**config.mk**
```make
export PLATFORM = sky130hd
export DESIGN_NAME = spio_ports
export DESIGN_NICKNAME = d
export VERILOG_FILES = /design/src/verilog/spio_pkg.sv /design/src/verilog/spio_ports.sv /design/src/verilog/spio_pin_cell.sv
export VERILOG_INCLUDE_DIRS = /design/src /design/src/verilog
export SDC_FILE = /design/constraint.sdc
export NUM_CORES = 1
export LEC_CHECK = 0
export ABC_CLOCK_PERIOD_IN_PS = 1500
export BUFFER_PORTS_ARGS = -buffer_cell sky130_fd_sc_hd__buf_2
export CAP_MARGIN = 25
export CELL_PAD_IN_SITES_DETAIL_PLACEMENT = 1
export CELL_PAD_IN_SITES_GLOBAL_PLACEMENT = 2
export CORE_ASPECT_RATIO = 0.7
export CORE_MARGIN = 10
export CORE_UTILIZATION = 32
export CTS_CLUSTER_DIAMETER = 100
export CTS_CLUSTER_SIZE = 16
export DETAILED_ROUTE_END_ITERATION = 8
export PLACE_DENSITY_LB_ADDON = 0.3
export SYNTH_ARGS = -nofsm -noshare
export SYNTH_HDL_FRONTEND = slang
export SYNTH_SLANG_ARGS = --single-unit
```
**constraint.sdc**
```tcl
create_clock -name core_clk -period 1.5 [get_ports core_clk]
set_input_delay 0.225 -clock core_clk [delete_from_list [all_inputs] [get_ports core_clk]]
set_output_delay 0.225 -clock core_clk [all_outputs]
set_load 0.005 [all_outputs]
```
**src/verilog/spio_defs.svh**
```systemverilog
// Purpose: constants for the shared parallel i/o ports
// Assumes: seven 8-bit ports, index 0..6 = a..g
// Notes: definitions only
`ifndef SPIO_DEFS_SVH
`define SPIO_DEFS_SVH
`define SPIO_NPORT 7
`define SPIO_PW 8
`define SPIO_PA 0
`define SPIO_PB 1
`define SPIO_PC 2
`define SPIO_PD 3
`define SPIO_PE 4
`define SPIO_PF 5
`define SPIO_PG 6
`define SPIO_RST_BYTE 8'h00
`define SPIO_PD_T2_MASK 8'hf8
`define SPIO_PD_T1_MASK 8'h07
`define SPIO_PE_SCI_MASK 8'h03
`define SPIO_PE_SPI_MASK 8'h3c
`define SPIO_PC_SCI_MASK 8'h03
`define SPIO_PC_TWB_MASK 8'h0c
`define SPIO_PG_OSC_MASK 8'h06
`define SPIO_PG_BKG_MASK 8'h01
`endif

```
**src/verilog/spio_pkg.sv**
```systemverilog
// Purpose: types for the shared parallel i/o ports
// Assumes: spio_defs.svh gives the widths
// Notes: port selector is a plain 3-bit logic type
`include "spio_defs.svh"
package spio_pkg;
  typedef logic [`SPIO_PW-1:0] spio_byte_t;
  typedef logic [2:0] spio_port_t;
endpackage

```
**src/verilog/spio_ports.sv**
```systemverilog
// Purpose: seven shared 8-bit general-purpose i/o ports
// Assumes: peripheral enables and outputs arrive on core_clk
// Notes: register access is by plain select/strobe ports
`timescale 1ns/1ps
`include "spio_defs.svh"
module spio_ports (
  input wire logic core_clk,
  input wire logic nrst,
  input wire logic clkEn,
  input wire spio_pkg::spio_port_t portSel,
  input wire logic dataWr,
  input wire logic dirWr,
  input wire logic pullWr,
  input wire logic slewWr,
  input wire spio_pkg::spio_byte_t wrData,
  output spio_pkg::spio_byte_t rdData,
  input wire logic [55:0] pinIn,
  output logic [55:0] pinOut,
  output logic [55:0] pinOe,
  output logic [55:0] pullEn,
  output logic [55:0] slewEn,
  output logic [55:0] pinSync,
  input wire spio_pkg::spio_byte_t keypadEn,
  input wire logic convEn,
  input wire spio_pkg::spio_byte_t convPinEn,
  input wire logic serial2En,
  input wire logic serial2Tx,
  input wire logic twoWireEn,
  input wire logic twoWireSdaOe,
  input wire logic twoWireSclOe,
  input wire logic [7:0] timerOwn,
  input wire logic [7:0] timerOe,
  input wire logic [7:0] timerOut,
  input wire logic serial1En,
  input wire logic serial1Tx,
  input wire logic spiEn,
  input wire logic [3:0] spiOe,
  input wire logic [3:0] spiOut,
  input wire logic backgroundPinEnable,
  input wire logic bkgOe,
  input wire logic bkgOut,
  input wire logic oscEn,
  output logic modeSelect,
  output logic bkgPinActive
);
  spio_pkg::spio_byte_t own [`SPIO_NPORT];
  spio_pkg::spio_byte_t oe [`SPIO_NPORT];
  spio_pkg::spio_byte_t out [`SPIO_NPORT];
  spio_pkg::spio_byte_t pf [`SPIO_NPORT];
  spio_pkg::spio_byte_t ro [`SPIO_NPORT];
  spio_pkg::spio_byte_t rd [`SPIO_NPORT];
  logic inReset_q;
  logic modeSel_q;
  logic bkgOn;

  // ------------------------------------------------------------
  // enable-gated pin masks
  // ------------------------------------------------------------
  function automatic spio_pkg::spio_byte_t maskIf(
    input logic en,
    input spio_pkg::spio_byte_t m
  );
    maskIf = en ? m : `SPIO_RST_BYTE;
  endfunction

  // ------------------------------------------------------------
  // reset-time mode select sampling
  // ------------------------------------------------------------
  always_ff @(posedge core_clk) begin
    if (!nrst) begin
      inReset_q <= 1'b1;
    end else if (clkEn) begin
      inReset_q <= 1'b0;
    end
  end

  // capture the synchronised g0 level on the first cycle after reset
  always_ff @(posedge core_clk) begin
    if (!nrst) begin
      modeSel_q <= 1'b0;
    end else if (clkEn && inReset_q) begin
      modeSel_q <= pinSync[`SPIO_PG*8];
    end
  end

  assign modeSelect = modeSel_q;
  // background owns g0 only after reset leaves
  assign bkgOn = backgroundPinEnable && !inReset_q;
  assign bkgPinActive = bkgOn;

  // ------------------------------------------------------------
  // peripheral override decode
  // ------------------------------------------------------------
  always_comb begin
    for (int p = 0; p < `SPIO_NPORT; p++) begin
      own[p] = `SPIO_RST_BYTE;
      oe[p] = `SPIO_RST_BYTE;
      out[p] = `SPIO_RST_BYTE;
      pf[p] = `SPIO_RST_BYTE;
      ro[p] = `SPIO_RST_BYTE;
    end
    // forced inputs: owned with driver off
    own[`SPIO_PA] = keypadEn;
    own[`SPIO_PB] = convEn ? convPinEn : `SPIO_RST_BYTE;
    // port c: serial2 tx/rx and two-wire open-drain pins
    own[`SPIO_PC] = maskIf(serial2En, `SPIO_PC_SCI_MASK)
                  | maskIf(twoWireEn, `SPIO_PC_TWB_MASK);
    oe[`SPIO_PC][0] = serial2En;
    out[`SPIO_PC][0] = serial2Tx;
    oe[`SPIO_PC][2] = twoWireEn & twoWireSdaOe;
    oe[`SPIO_PC][3] = twoWireEn & twoWireSclOe;
    // port d: timerOwn owns any of the eight pins, as the t1 and t2 masks together cover all of them
    own[`SPIO_PD] = timerOwn
                  & (`SPIO_PD_T2_MASK | `SPIO_PD_T1_MASK);
    oe[`SPIO_PD] = timerOwn & timerOe;
    out[`SPIO_PD] = timerOut;
    // port e: serial1 then spi
    own[`SPIO_PE] = maskIf(serial1En, `SPIO_PE_SCI_MASK)
                  | maskIf(spiEn, `SPIO_PE_SPI_MASK);
    oe[`SPIO_PE][0] = serial1En;
    out[`SPIO_PE][0] = serial1Tx;
    oe[`SPIO_PE][5:2] = spiEn ? spiOe : 4'h0;
    out[`SPIO_PE][5:2] = spiOut;
    // port g: background on g0, oscillator on g2..g1
    own[`SPIO_PG] = maskIf(bkgOn, `SPIO_PG_BKG_MASK)
                  | maskIf(oscEn, `SPIO_PG_OSC_MASK);
    oe[`SPIO_PG][0] = bkgOn & bkgOe;
    out[`SPIO_PG][0] = bkgOut;
    // pullup also held through reset so the mode pin idles high
    pf[`SPIO_PG][0] = backgroundPinEnable;
    ro[`SPIO_PG][0] = 1'b1;
  end

  // ------------------------------------------------------------
  // port instances
  // ------------------------------------------------------------
  for (genvar p = 0; p < `SPIO_NPORT; p++) begin : gPort
    spio_pin_cell uCell (
      .core_clk(core_clk),
      .nrst(nrst),
      .clkEn(clkEn),
      .dataWr(dataWr && portSel == 3'(p)),
      .dirWr(dirWr && portSel == 3'(p)),
      .pullWr(pullWr && portSel == 3'(p)),
      .slewWr(slewWr && portSel == 3'(p)),
      .wrData(wrData),
      .pinIn(pinIn[p*8 +: 8]),
      .perOwn(own[p]),
      .perOe(oe[p]),
      .perOut(out[p]),
      .pullForce(pf[p]),
      .readOwnOut(ro[p]),
      .rdData(rd[p]),
      .pinOut(pinOut[p*8 +: 8]),
      .pinOe(pinOe[p*8 +: 8]),
      .pullEn(pullEn[p*8 +: 8]),
      .slewEn(slewEn[p*8 +: 8]),
      .pinSync(pinSync[p*8 +: 8])
    );
  end

  // ------------------------------------------------------------
  // read mux
  // ------------------------------------------------------------
  // unmapped port select reads as zero
  always_comb begin
    rdData = `SPIO_RST_BYTE;
    for (int p = 0; p < `SPIO_NPORT; p++) begin
      if (portSel == 3'(p)) begin
        rdData = rd[p];
      end
    end
  end
endmodule

```
**src/verilog/spio_pin_cell.sv**
```systemverilog
// Purpose: one 8-bit port: latch, direction, pullup, slew, pin mux
// Assumes: peripheral override masks come in already decoded
// Notes: pin inputs are synchronised by two flops before any read
`timescale 1ns/1ps
`include "spio_defs.svh"
module spio_pin_cell (
  input wire logic core_clk,
  input wire logic nrst,
  input wire logic clkEn,
  input wire logic dataWr,
  input wire logic dirWr,
  input wire logic pullWr,
  input wire logic slewWr,
  input wire spio_pkg::spio_byte_t wrData,
  input wire spio_pkg::spio_byte_t pinIn,
  input wire spio_pkg::spio_byte_t perOwn,
  input wire spio_pkg::spio_byte_t perOe,
  input wire spio_pkg::spio_byte_t perOut,
  input wire spio_pkg::spio_byte_t pullForce,
  input wire spio_pkg::spio_byte_t readOwnOut,
  output spio_pkg::spio_byte_t rdData,
  output spio_pkg::spio_byte_t pinOut,
  output spio_pkg::spio_byte_t pinOe,
  output spio_pkg::spio_byte_t pullEn,
  output spio_pkg::spio_byte_t slewEn,
  output spio_pkg::spio_byte_t pinSync
);
  spio_pkg::spio_byte_t latch_q;
  spio_pkg::spio_byte_t dir_q;
  spio_pkg::spio_byte_t pull_q;
  spio_pkg::spio_byte_t slew_q;
  spio_pkg::spio_byte_t meta_q;
  spio_pkg::spio_byte_t sync_q;
  spio_pkg::spio_byte_t pinOut_q;
  spio_pkg::spio_byte_t pinOe_q;
  spio_pkg::spio_byte_t outD;
  spio_pkg::spio_byte_t oeD;

  // -----------------------------------------------------------
  // control registers
  // -----------------------------------------------------------
  always_ff @(posedge core_clk) begin
    if (!nrst) begin
      latch_q <= `SPIO_RST_BYTE;
    end else if (clkEn && dataWr) begin
      latch_q <= wrData;
    end
  end

  always_ff @(posedge core_clk) begin
    if (!nrst) begin
      dir_q <= `SPIO_RST_BYTE;
      pull_q <= `SPIO_RST_BYTE;
      slew_q <= `SPIO_RST_BYTE;
    end else if (clkEn) begin
      if (dirWr) begin
        dir_q <= wrData;
      end
      if (pullWr) begin
        pull_q <= wrData;
      end
      if (slewWr) begin
        slew_q <= wrData;
      end
    end
  end

  // -----------------------------------------------------------
  // pin synchroniser
  // -----------------------------------------------------------
  // no reset here: the mode pin level must be seen while reset is held
  always_ff @(posedge core_clk) begin
    if (clkEn) begin
      meta_q <= pinIn;
      sync_q <= meta_q;
    end
  end

  // -----------------------------------------------------------
  // pin drive
  // -----------------------------------------------------------
  always_comb begin
    // peripheral wins over latch where it owns the pin
    outD = (perOwn & perOut) | (~perOwn & latch_q);
    oeD = (perOwn & perOe) | (~perOwn & dir_q);
  end

  always_ff @(posedge core_clk) begin
    if (!nrst) begin
      pinOut_q <= `SPIO_RST_BYTE;
      pinOe_q <= `SPIO_RST_BYTE;
    end else if (clkEn) begin
      pinOut_q <= outD;
      pinOe_q <= oeD;
    end
  end

  assign pinOut = pinOut_q;
  assign pinOe = pinOe_q;
  // pullup only while the pin is not driven, unless forced on
  assign pullEn = (pull_q & ~pinOe_q) | pullForce;
  assign slewEn = slew_q & pinOe_q;
  assign pinSync = sync_q;
  // direction bit picks read source even under peripheral control
  assign rdData = (dir_q & ~readOwnOut & latch_q)
                | (dir_q & readOwnOut & pinOut_q)
                | (~dir_q & sync_q);
endmodule

```
==> qor.yml, run 1 <==
routing:
  dr_total_vias: 16450
  viasPerCell: 4.983
  drc: 0
  routed_wirelength_um: 76250
  antenna_left: 0
  drt_iter0_markers: 869
  detail_route.wl_per_cell_um: 23.10
  dr.pass1.iters: 5
die:
  die_area_mm2: 0.06862
  core_mm2: 0.05805
  die_h_um: 222.2
  rows: 74
  io-pin-count: 425
  initial_core_util: 0.3219
  die_width_um: 308.8
yosys:
  synth_compound_gate_area_share: 0.1437
  synth_top_family_by_area: "simple AND/OR/NAND/NOR gates"
  post-synth-top-count-cell: "dfxtp_1"
  synth_top_area_frac: 0.3621
  synth_common_cells: "338 x dfxtp_1, 318 x nand2_1, 241 x nand3_1"
  synth_area_leaders: "dfxtp_1 36%, edfxtp_1 18%, a21boi_0 9.4%"
  ys_dominant_reg_cell: "dfxtp_1"
  syn_inst: 1896
  ys_seq_area_frac: 0.5421
  synth_area_leader_cell: "dfxtp_1"
  syn_nets: 2031
  synth_cell_types: 32
  synthMuxAreaShare: 0.06696
  syn_area_per_cell_um2: 9.856
  yosys.area_share.simple: 0.2027
  synth-adder-area-share: 0
  yosys_warnings: 0
  synth_edf_count: 112
  syn_area_mm2: 0.01869
  synth-seq-cells: 450
  synth_xor_area_frac: 0
  synthArstFlopShare: 0
sta:
  skew_ns: 0.01704
  drv_slew: 0
  fmax_ghz: 0.4401
  hold_viol: 0
  setup_slack_ns: -0.7724
  rsz0062_at_grt: "yes"
  setup_viol_count_final: 12
  holdWs_ns: 0.02694
  min_period_over_period: 1.515
  fin_crit_ns: 2.272
  tightest_slew_ns: 0.5485
  max-slew-margin-rel: 0.6336
outcome:
  status: "finished, violations left"
  violations: "setup timing"
min_path:
  hold_start: "spiOe[1]"
  min_to: "gPort[4].uCell.pinOe[3]"
  hold_class: "input pin to flip-flop"
  holdPathStages: 4
setup_path:
  worstRegToRegCells: 6
  rrSetupSlack_ns: 0.23
  start_kind: "flip-flop"
  crit_chain: "mux2i_4, o21ai_2, a22oi_2, a22oi_2, buf_2"
  rr_startpoint: "inReset_q"
  crit_path_end_kind: "primary output"
  worst_path_max_delay_cell: "edfxtp_1"
  path_max_fanout: 2
  cpPeakStageDelay_ns: 0.45
  cp.buffers_inverters: 1
  arrival_ns: 2.05
  cp.required_ns: 1.27
  r2r-end: "gPort[6].uCell.pinOut[0]"
  path_common_cell: "a22oi_2"
  crit_type: "flip-flop to primary output"
  critical_path.top_delay_family: "compound AO/OA/AOI/OAI gates"
placed_design:
  dpl-instance-area_mm2: 0.02328
  place_ws_ns: -0.6466
  port_buffers: 424
  globalplace.congestion: 0.8330
  post-dp-hpwl_um: 55790
global_route:
  grt_max_degree: 75
  overflow: 0
  grt_pass1_vias: 17670
  grtUsageTotal: 0.2130
  antenna_found_initial: 13
  grt_pass1_wl_um: 112400
clocking:
  path_clk_slew_ns: 0.07
  cts_sinks: 450
  h-tree-depth: 2
  clk-insertion-delay-late_ns: 0.54
  clockBufferDepth: 3
  numCtsBuffers: 34
  cts_root_buf: "clkbuf_16"
  tritoncts: "yes"
layout:
  synthToLayoutAreaGrowth_pct: 36.10
  final_area_mm2: 0.02543
  fin_nets: 2652
  drive_above_1_share: 0.3150
run:
  maxCapViolCount: 0
power_and_ir_drop:
  vdd_drop_max_mv: 0.9070
  fin_total_pwr_w: 0.02500
  powerDensity_mw_per_mm2: 982.8
  p_leak_nw: 10.52
## cells in the final DEF, fill, tap and decap left out, types with 28 or more instances in the layout
master	synthesis	final
buf_2	39	400
nand2_1	318	318
dfxtp_1	338	291
nand3_1	241	241
a21boi_0	233	233
buf_4	25	192
edfxtp_1	112	112
mux2i_1	116	108
nor2b_1	96	94
and2_1	82	80
dlygate4sd3_1	0	72
dfxtp_2	0	42
clkbuf_16	0	37
buf_6	3	36
buf_12	0	32
o211a_1	30	30
inv_1	29	28
## sequential cells by signal, indices dropped and copies added, names as in the netlist
name / flops
gPort.uCell.meta_q: 56
gPort.uCell.pinOe: 56
gPort.uCell.pinSync: 56
gPort.uCell.dir_q: 56
gPort.uCell.latch_q: 56
gPort.uCell.pull_q: 56
modeSelect: 1
inReset_q: 1
gPort.uCell.pinOut: 56
gPort.uCell.slew_q: 56
## area by class of cell
cell class / instances / area [um2]
Fill cell: 6610 / 32620
Sequential cell: 450 / 10200
Multi-Input combinational cell: 1268 / 7910
Timing Repair Buffer: 734 / 5239
Clock buffer: 58 / 1005
Tap cell: 760 / 950.9
Inverter: 29 / 108.9
Clock inverter: 1 / 16.27
Antenna cell: 1 / 2.502
## through the flow
step	instances	utilization	setup TNS [ns]
2_1_floorplan	1896	-	0
3_3_place_gp	3174	0.4010	-23.06
3_5_place_dp	3174	0.4010	-33.89
4_1_cts	3301	0.4347	-6.324
5_1_grt	3301	0.4381	-6.777
6_report	3301	0.4381	-5.885
## worst max-delay path by stage
stage	start	end	depth (start not counted)
after floorplan	portSel[0]	rdData[0]	6
after global placement	portSel[0]	rdData[5]	9
after detailed placement	portSel[0]	rdData[5]	9
after CTS	gPort[4].uCell.pinSync[2]	rdData[2]	7
after global routing	gPort[5].uCell.pinSync[4]	rdData[4]	5
final	gPort[5].uCell.pinSync[3]	rdData[3]	5
## report_power, final
part | switching (W) | leakage, nW | internal (W)
registers | 0.000244 | 3.85 | 0.0128
logic | 0.00148 | 6.18 | 0.00123
clock network | 0.00460 | 0.488 | 0.00461
## worst min-delay path: stages
cell and delay [ns]:
buf_2 0.07, mux2i_1 0.06, nand2_1 0.06, o211a_1 0.12
## per-layer routing
| layer | vias up | share of wire | global-route usage |
|---|---|---|---|
| met1 | 8186 | 0.45 | 0.2775 |
| met3 | 85 | 0.061 | 0.04817 |
| met2 | 402 | 0.47 | 0.3570 |
| met5 | - | 0.0010 | 0.01307 |
| met4 | 12 | 0.015 | 0.04077 |
| li1 | 7765 | - | - |
## repair_timing
item | CTS | global route
pin swaps | 17 | 15
hold buffers | 72 | 0
endpoints found under the setup margin | 43 | 44
gates resized for setup | 92 | 69
buffers inserted | 9 | 11
endpoints found under the hold margin | 77 | 0
## kinds of logic after synthesis
kind of cell | count (synthesis)
simple gates | 777
buf+inv | 178
compound gates | 367
flops | 450
mux | 124
Note: power is estimated with default switching activity, not from simulation.
==> inputs of run 2 (changes only) <==
--- a/config.mk
+++ b/config.mk
@@ -12,7 +12,6 @@
 export CELL_PAD_IN_SITES_DETAIL_PLACEMENT = 1
 export CELL_PAD_IN_SITES_GLOBAL_PLACEMENT = 2
 export CORE_ASPECT_RATIO = 0.7
-export CORE_MARGIN = 10
 export CORE_UTILIZATION = 32
 export CTS_CLUSTER_DIAMETER = 100
 export CTS_CLUSTER_SIZE = 16
==> qor.yml, run 2 (synthesis gave the netlist of run 1 again) <==
outcome:
  status: "finished, violations left"  # unchanged
  violations: "setup timing"  # unchanged
global_route:
  grt_pass1_wl_um: 106900  # was 112400 um
  antenna_found_initial: 7  # was 13
  grt_max_degree: 79  # was 75
  overflow: 0  # unchanged
  grt_pass1_vias: 17180  # was 17670
  grtUsageTotal: 0.2375  # was 0.2130
sta:
  min_period_over_period: 1.498  # was 1.515
  tightest_slew_ns: 0.4867  # was 0.5485 ns
  holdWs_ns: 0.02225  # was 0.02694 ns
  rsz0062_at_grt: "yes"  # unchanged
  max-slew-margin-rel: 0.6749  # was 0.6336
  fin_crit_ns: 2.247  # was 2.272 ns
  setup_slack_ns: -0.7475  # was -0.7724 ns
  fmax_ghz: 0.4449  # was 0.4401 GHz
  setup_viol_count_final: 16  # was 12
  skew_ns: 0.02793  # was 0.01704 ns
  drv_slew: 0  # unchanged
  hold_viol: 0  # unchanged
routing:
  drc: 0  # unchanged
  antenna_left: 0  # unchanged
  detail_route.wl_per_cell_um: 21.76  # was 23.10 um
  dr.pass1.iters: 5  # unchanged
  viasPerCell: 4.973  # was 4.983
  dr_total_vias: 16450  # about the same
  drt_iter0_markers: 833  # was 869
  routed_wirelength_um: 71970  # was 76250 um
placed_design:
  post-dp-hpwl_um: 51990  # was 55790 um
  port_buffers: 424  # unchanged
  globalplace.congestion: 0.8279  # was 0.8330
  dp_cells: 3165  # was 3174
setup_path:
  path_max_fanout: 2  # unchanged
  crit_type: "flip-flop to primary output"  # unchanged
  arrival_ns: 2.02  # was 2.05 ns
  start_kind: "flip-flop"  # unchanged
  crit_path_end_kind: "primary output"  # unchanged
  cp.required_ns: 1.27  # about the same
layout:
  fin_nets: 2666  # was 2652
  multi_input_area_mm2: 0.007918  # was 0.007910 mm2
  utilization: 0.4460  # was 0.4381
  synthToLayoutAreaGrowth_pct: 36.69  # was 36.10%
  ff_latch_area_mm2: 0.01020  # about the same
  fillers: 6436  # was 6610
  mostFrequentLayoutCells: "394 x buf_2, 318 x nand2_1, 292 x dfxtp_1, 241 x nand3_1, 233 x a21boi_0"  # was 400 x buf_2, 318 x nand2_1, 291 x dfxtp_1, 241 x nand3_1, 233 x a21boi_0
  drive_above_1_share: 0.3166  # was 0.3150
  layout_commonest_cell: "buf_2"  # unchanged
  stdcell_count: 3307  # was 3301
die:
  die_width_um: 290.8  # was 308.8 um
  io-pin-count: 425  # unchanged
  initial_core_util: 0.3263  # was 0.3219
  rows: 73  # was 74
  die_h_um: 204.2  # was 222.2 um
  core_mm2: 0.05727  # was 0.05805 mm2
  die_area_mm2: 0.05938  # was 0.06862 mm2
power_and_ir_drop:
  vdd_drop_max_mv: 0.7374  # was 0.9070 mV
  fin_total_pwr_w: 0.02479  # was 0.02500 W
  p_leak_nw: 10.59  # was 10.52 nW
  powerDensity_mw_per_mm2: 970.6  # was 982.8 mW/mm2
clocking:
  clockBufferDepth: 3  # unchanged
  numCtsBuffers: 34  # unchanged
  h-tree-depth: 2  # unchanged
  clk-insertion-delay-late_ns: 0.57  # was 0.54 ns
  tritoncts: "yes"  # unchanged
  path_clk_slew_ns: 0.07  # about the same
  cts_sinks: 450  # unchanged
  cts_root_buf: "clkbuf_16"  # unchanged
run:
  maxCapViolCount: 0  # unchanged
min_path:
  hold_class: "input pin to flip-flop"  # unchanged
## run 2: cell types whose count changed in the layout (fill, tap and decap cells not counted), moves of 3 or more
cell	before	now
buf_6	36	48
mux2i_2	6	14
mux2i_1	108	101
buf_2	400	394
buf_4	192	197
dlygate4sd3_1	72	77
mux2_2	6	2
mux2_4	2	6
clkbuf_16	37	34
o21ai_1	13	16
## run 2: area by class of cell
type / count / share of cell area
Multi-Input combinational cell: 1268 / 0.3100
Clock inverter: 4 / 0.001959
Inverter: 29 / 0.004262
Timing Repair Buffer: 748 / 0.2111
Tap cell: 750 / 0.03674
Antenna cell: 2 / 0.0001959
Clock buffer: 56 / 0.03654
Sequential cell: 450 / 0.3992
## run 2: critical path, cell delays in order, from the launching register on
cell and delay, ns:
edfxtp_1 0.43, mux2i_2 0.20, buf_4 0.16, o21ai_2 0.06
a22oi_2 0.24, a22oi_2 0.19, buf_2 0.17
## run 2: metal layers
| layer | share of wire | track usage | vias to the layer above |
|---|---|---|---|
| li1 | - | - | 7804 |
| met1 | 0.46 | 0.3215 | 8161 |
| met2 | 0.46 | 0.3885 | 376 |
| met3 | 0.051 | 0.04458 | 96 |
| met4 | 0.021 | 0.06236 | 8 |
| met5 | 0.00075 | 0 | - |
## run 2: power by group
part	total, W	leakage [nW]	switching, W	internal [W]
Sequential	0.0131	3.85	0.000250	0.0128
Combinational	0.00272	6.27	0.00145	0.00128
Clock	0.00900	0.468	0.00466	0.00434
Total	0.0248	10.6	0.00635	0.0184
## run 2: metrics by stage
stage / cell area (um2) / setup TNS (ns) / worst slack, ns
global route: 25540 / -7.352 / -0.8339
finish: 25540 / -6.117 / -0.7475
floorplan: 18690 / 0 / 0.008923
CTS: 25360 / -6.538 / -0.7761
detailed placement: 23250 / -33.90 / -0.4722
global placement: 23250 / -26.15 / -0.3908
## run 2: worst paths after layout
check        cells past startpoint                   endpoint  slack (ns)                 startpoint
max                              6                  rdData[4]       -0.75  gPort[5].uCell.pinSync[4]
min                              4   gPort[1].uCell.pinOut[5]        0.02               convPinEn[5]
max reg2reg                      5    gPort[6].uCell.pinOe[0]        0.29                  inReset_q
min reg2reg                      0  gPort[5].uCell.pinSync[2]        0.42   gPort[5].uCell.meta_q[2]
## run 2: timing repair
action	CTS	global route
buffers inserted	16	15
pin swaps	20	9
hold buffers	77	0
resized for setup	118	60
endpoints found under the hold margin	82	0
setup endpoints to repair	43	61
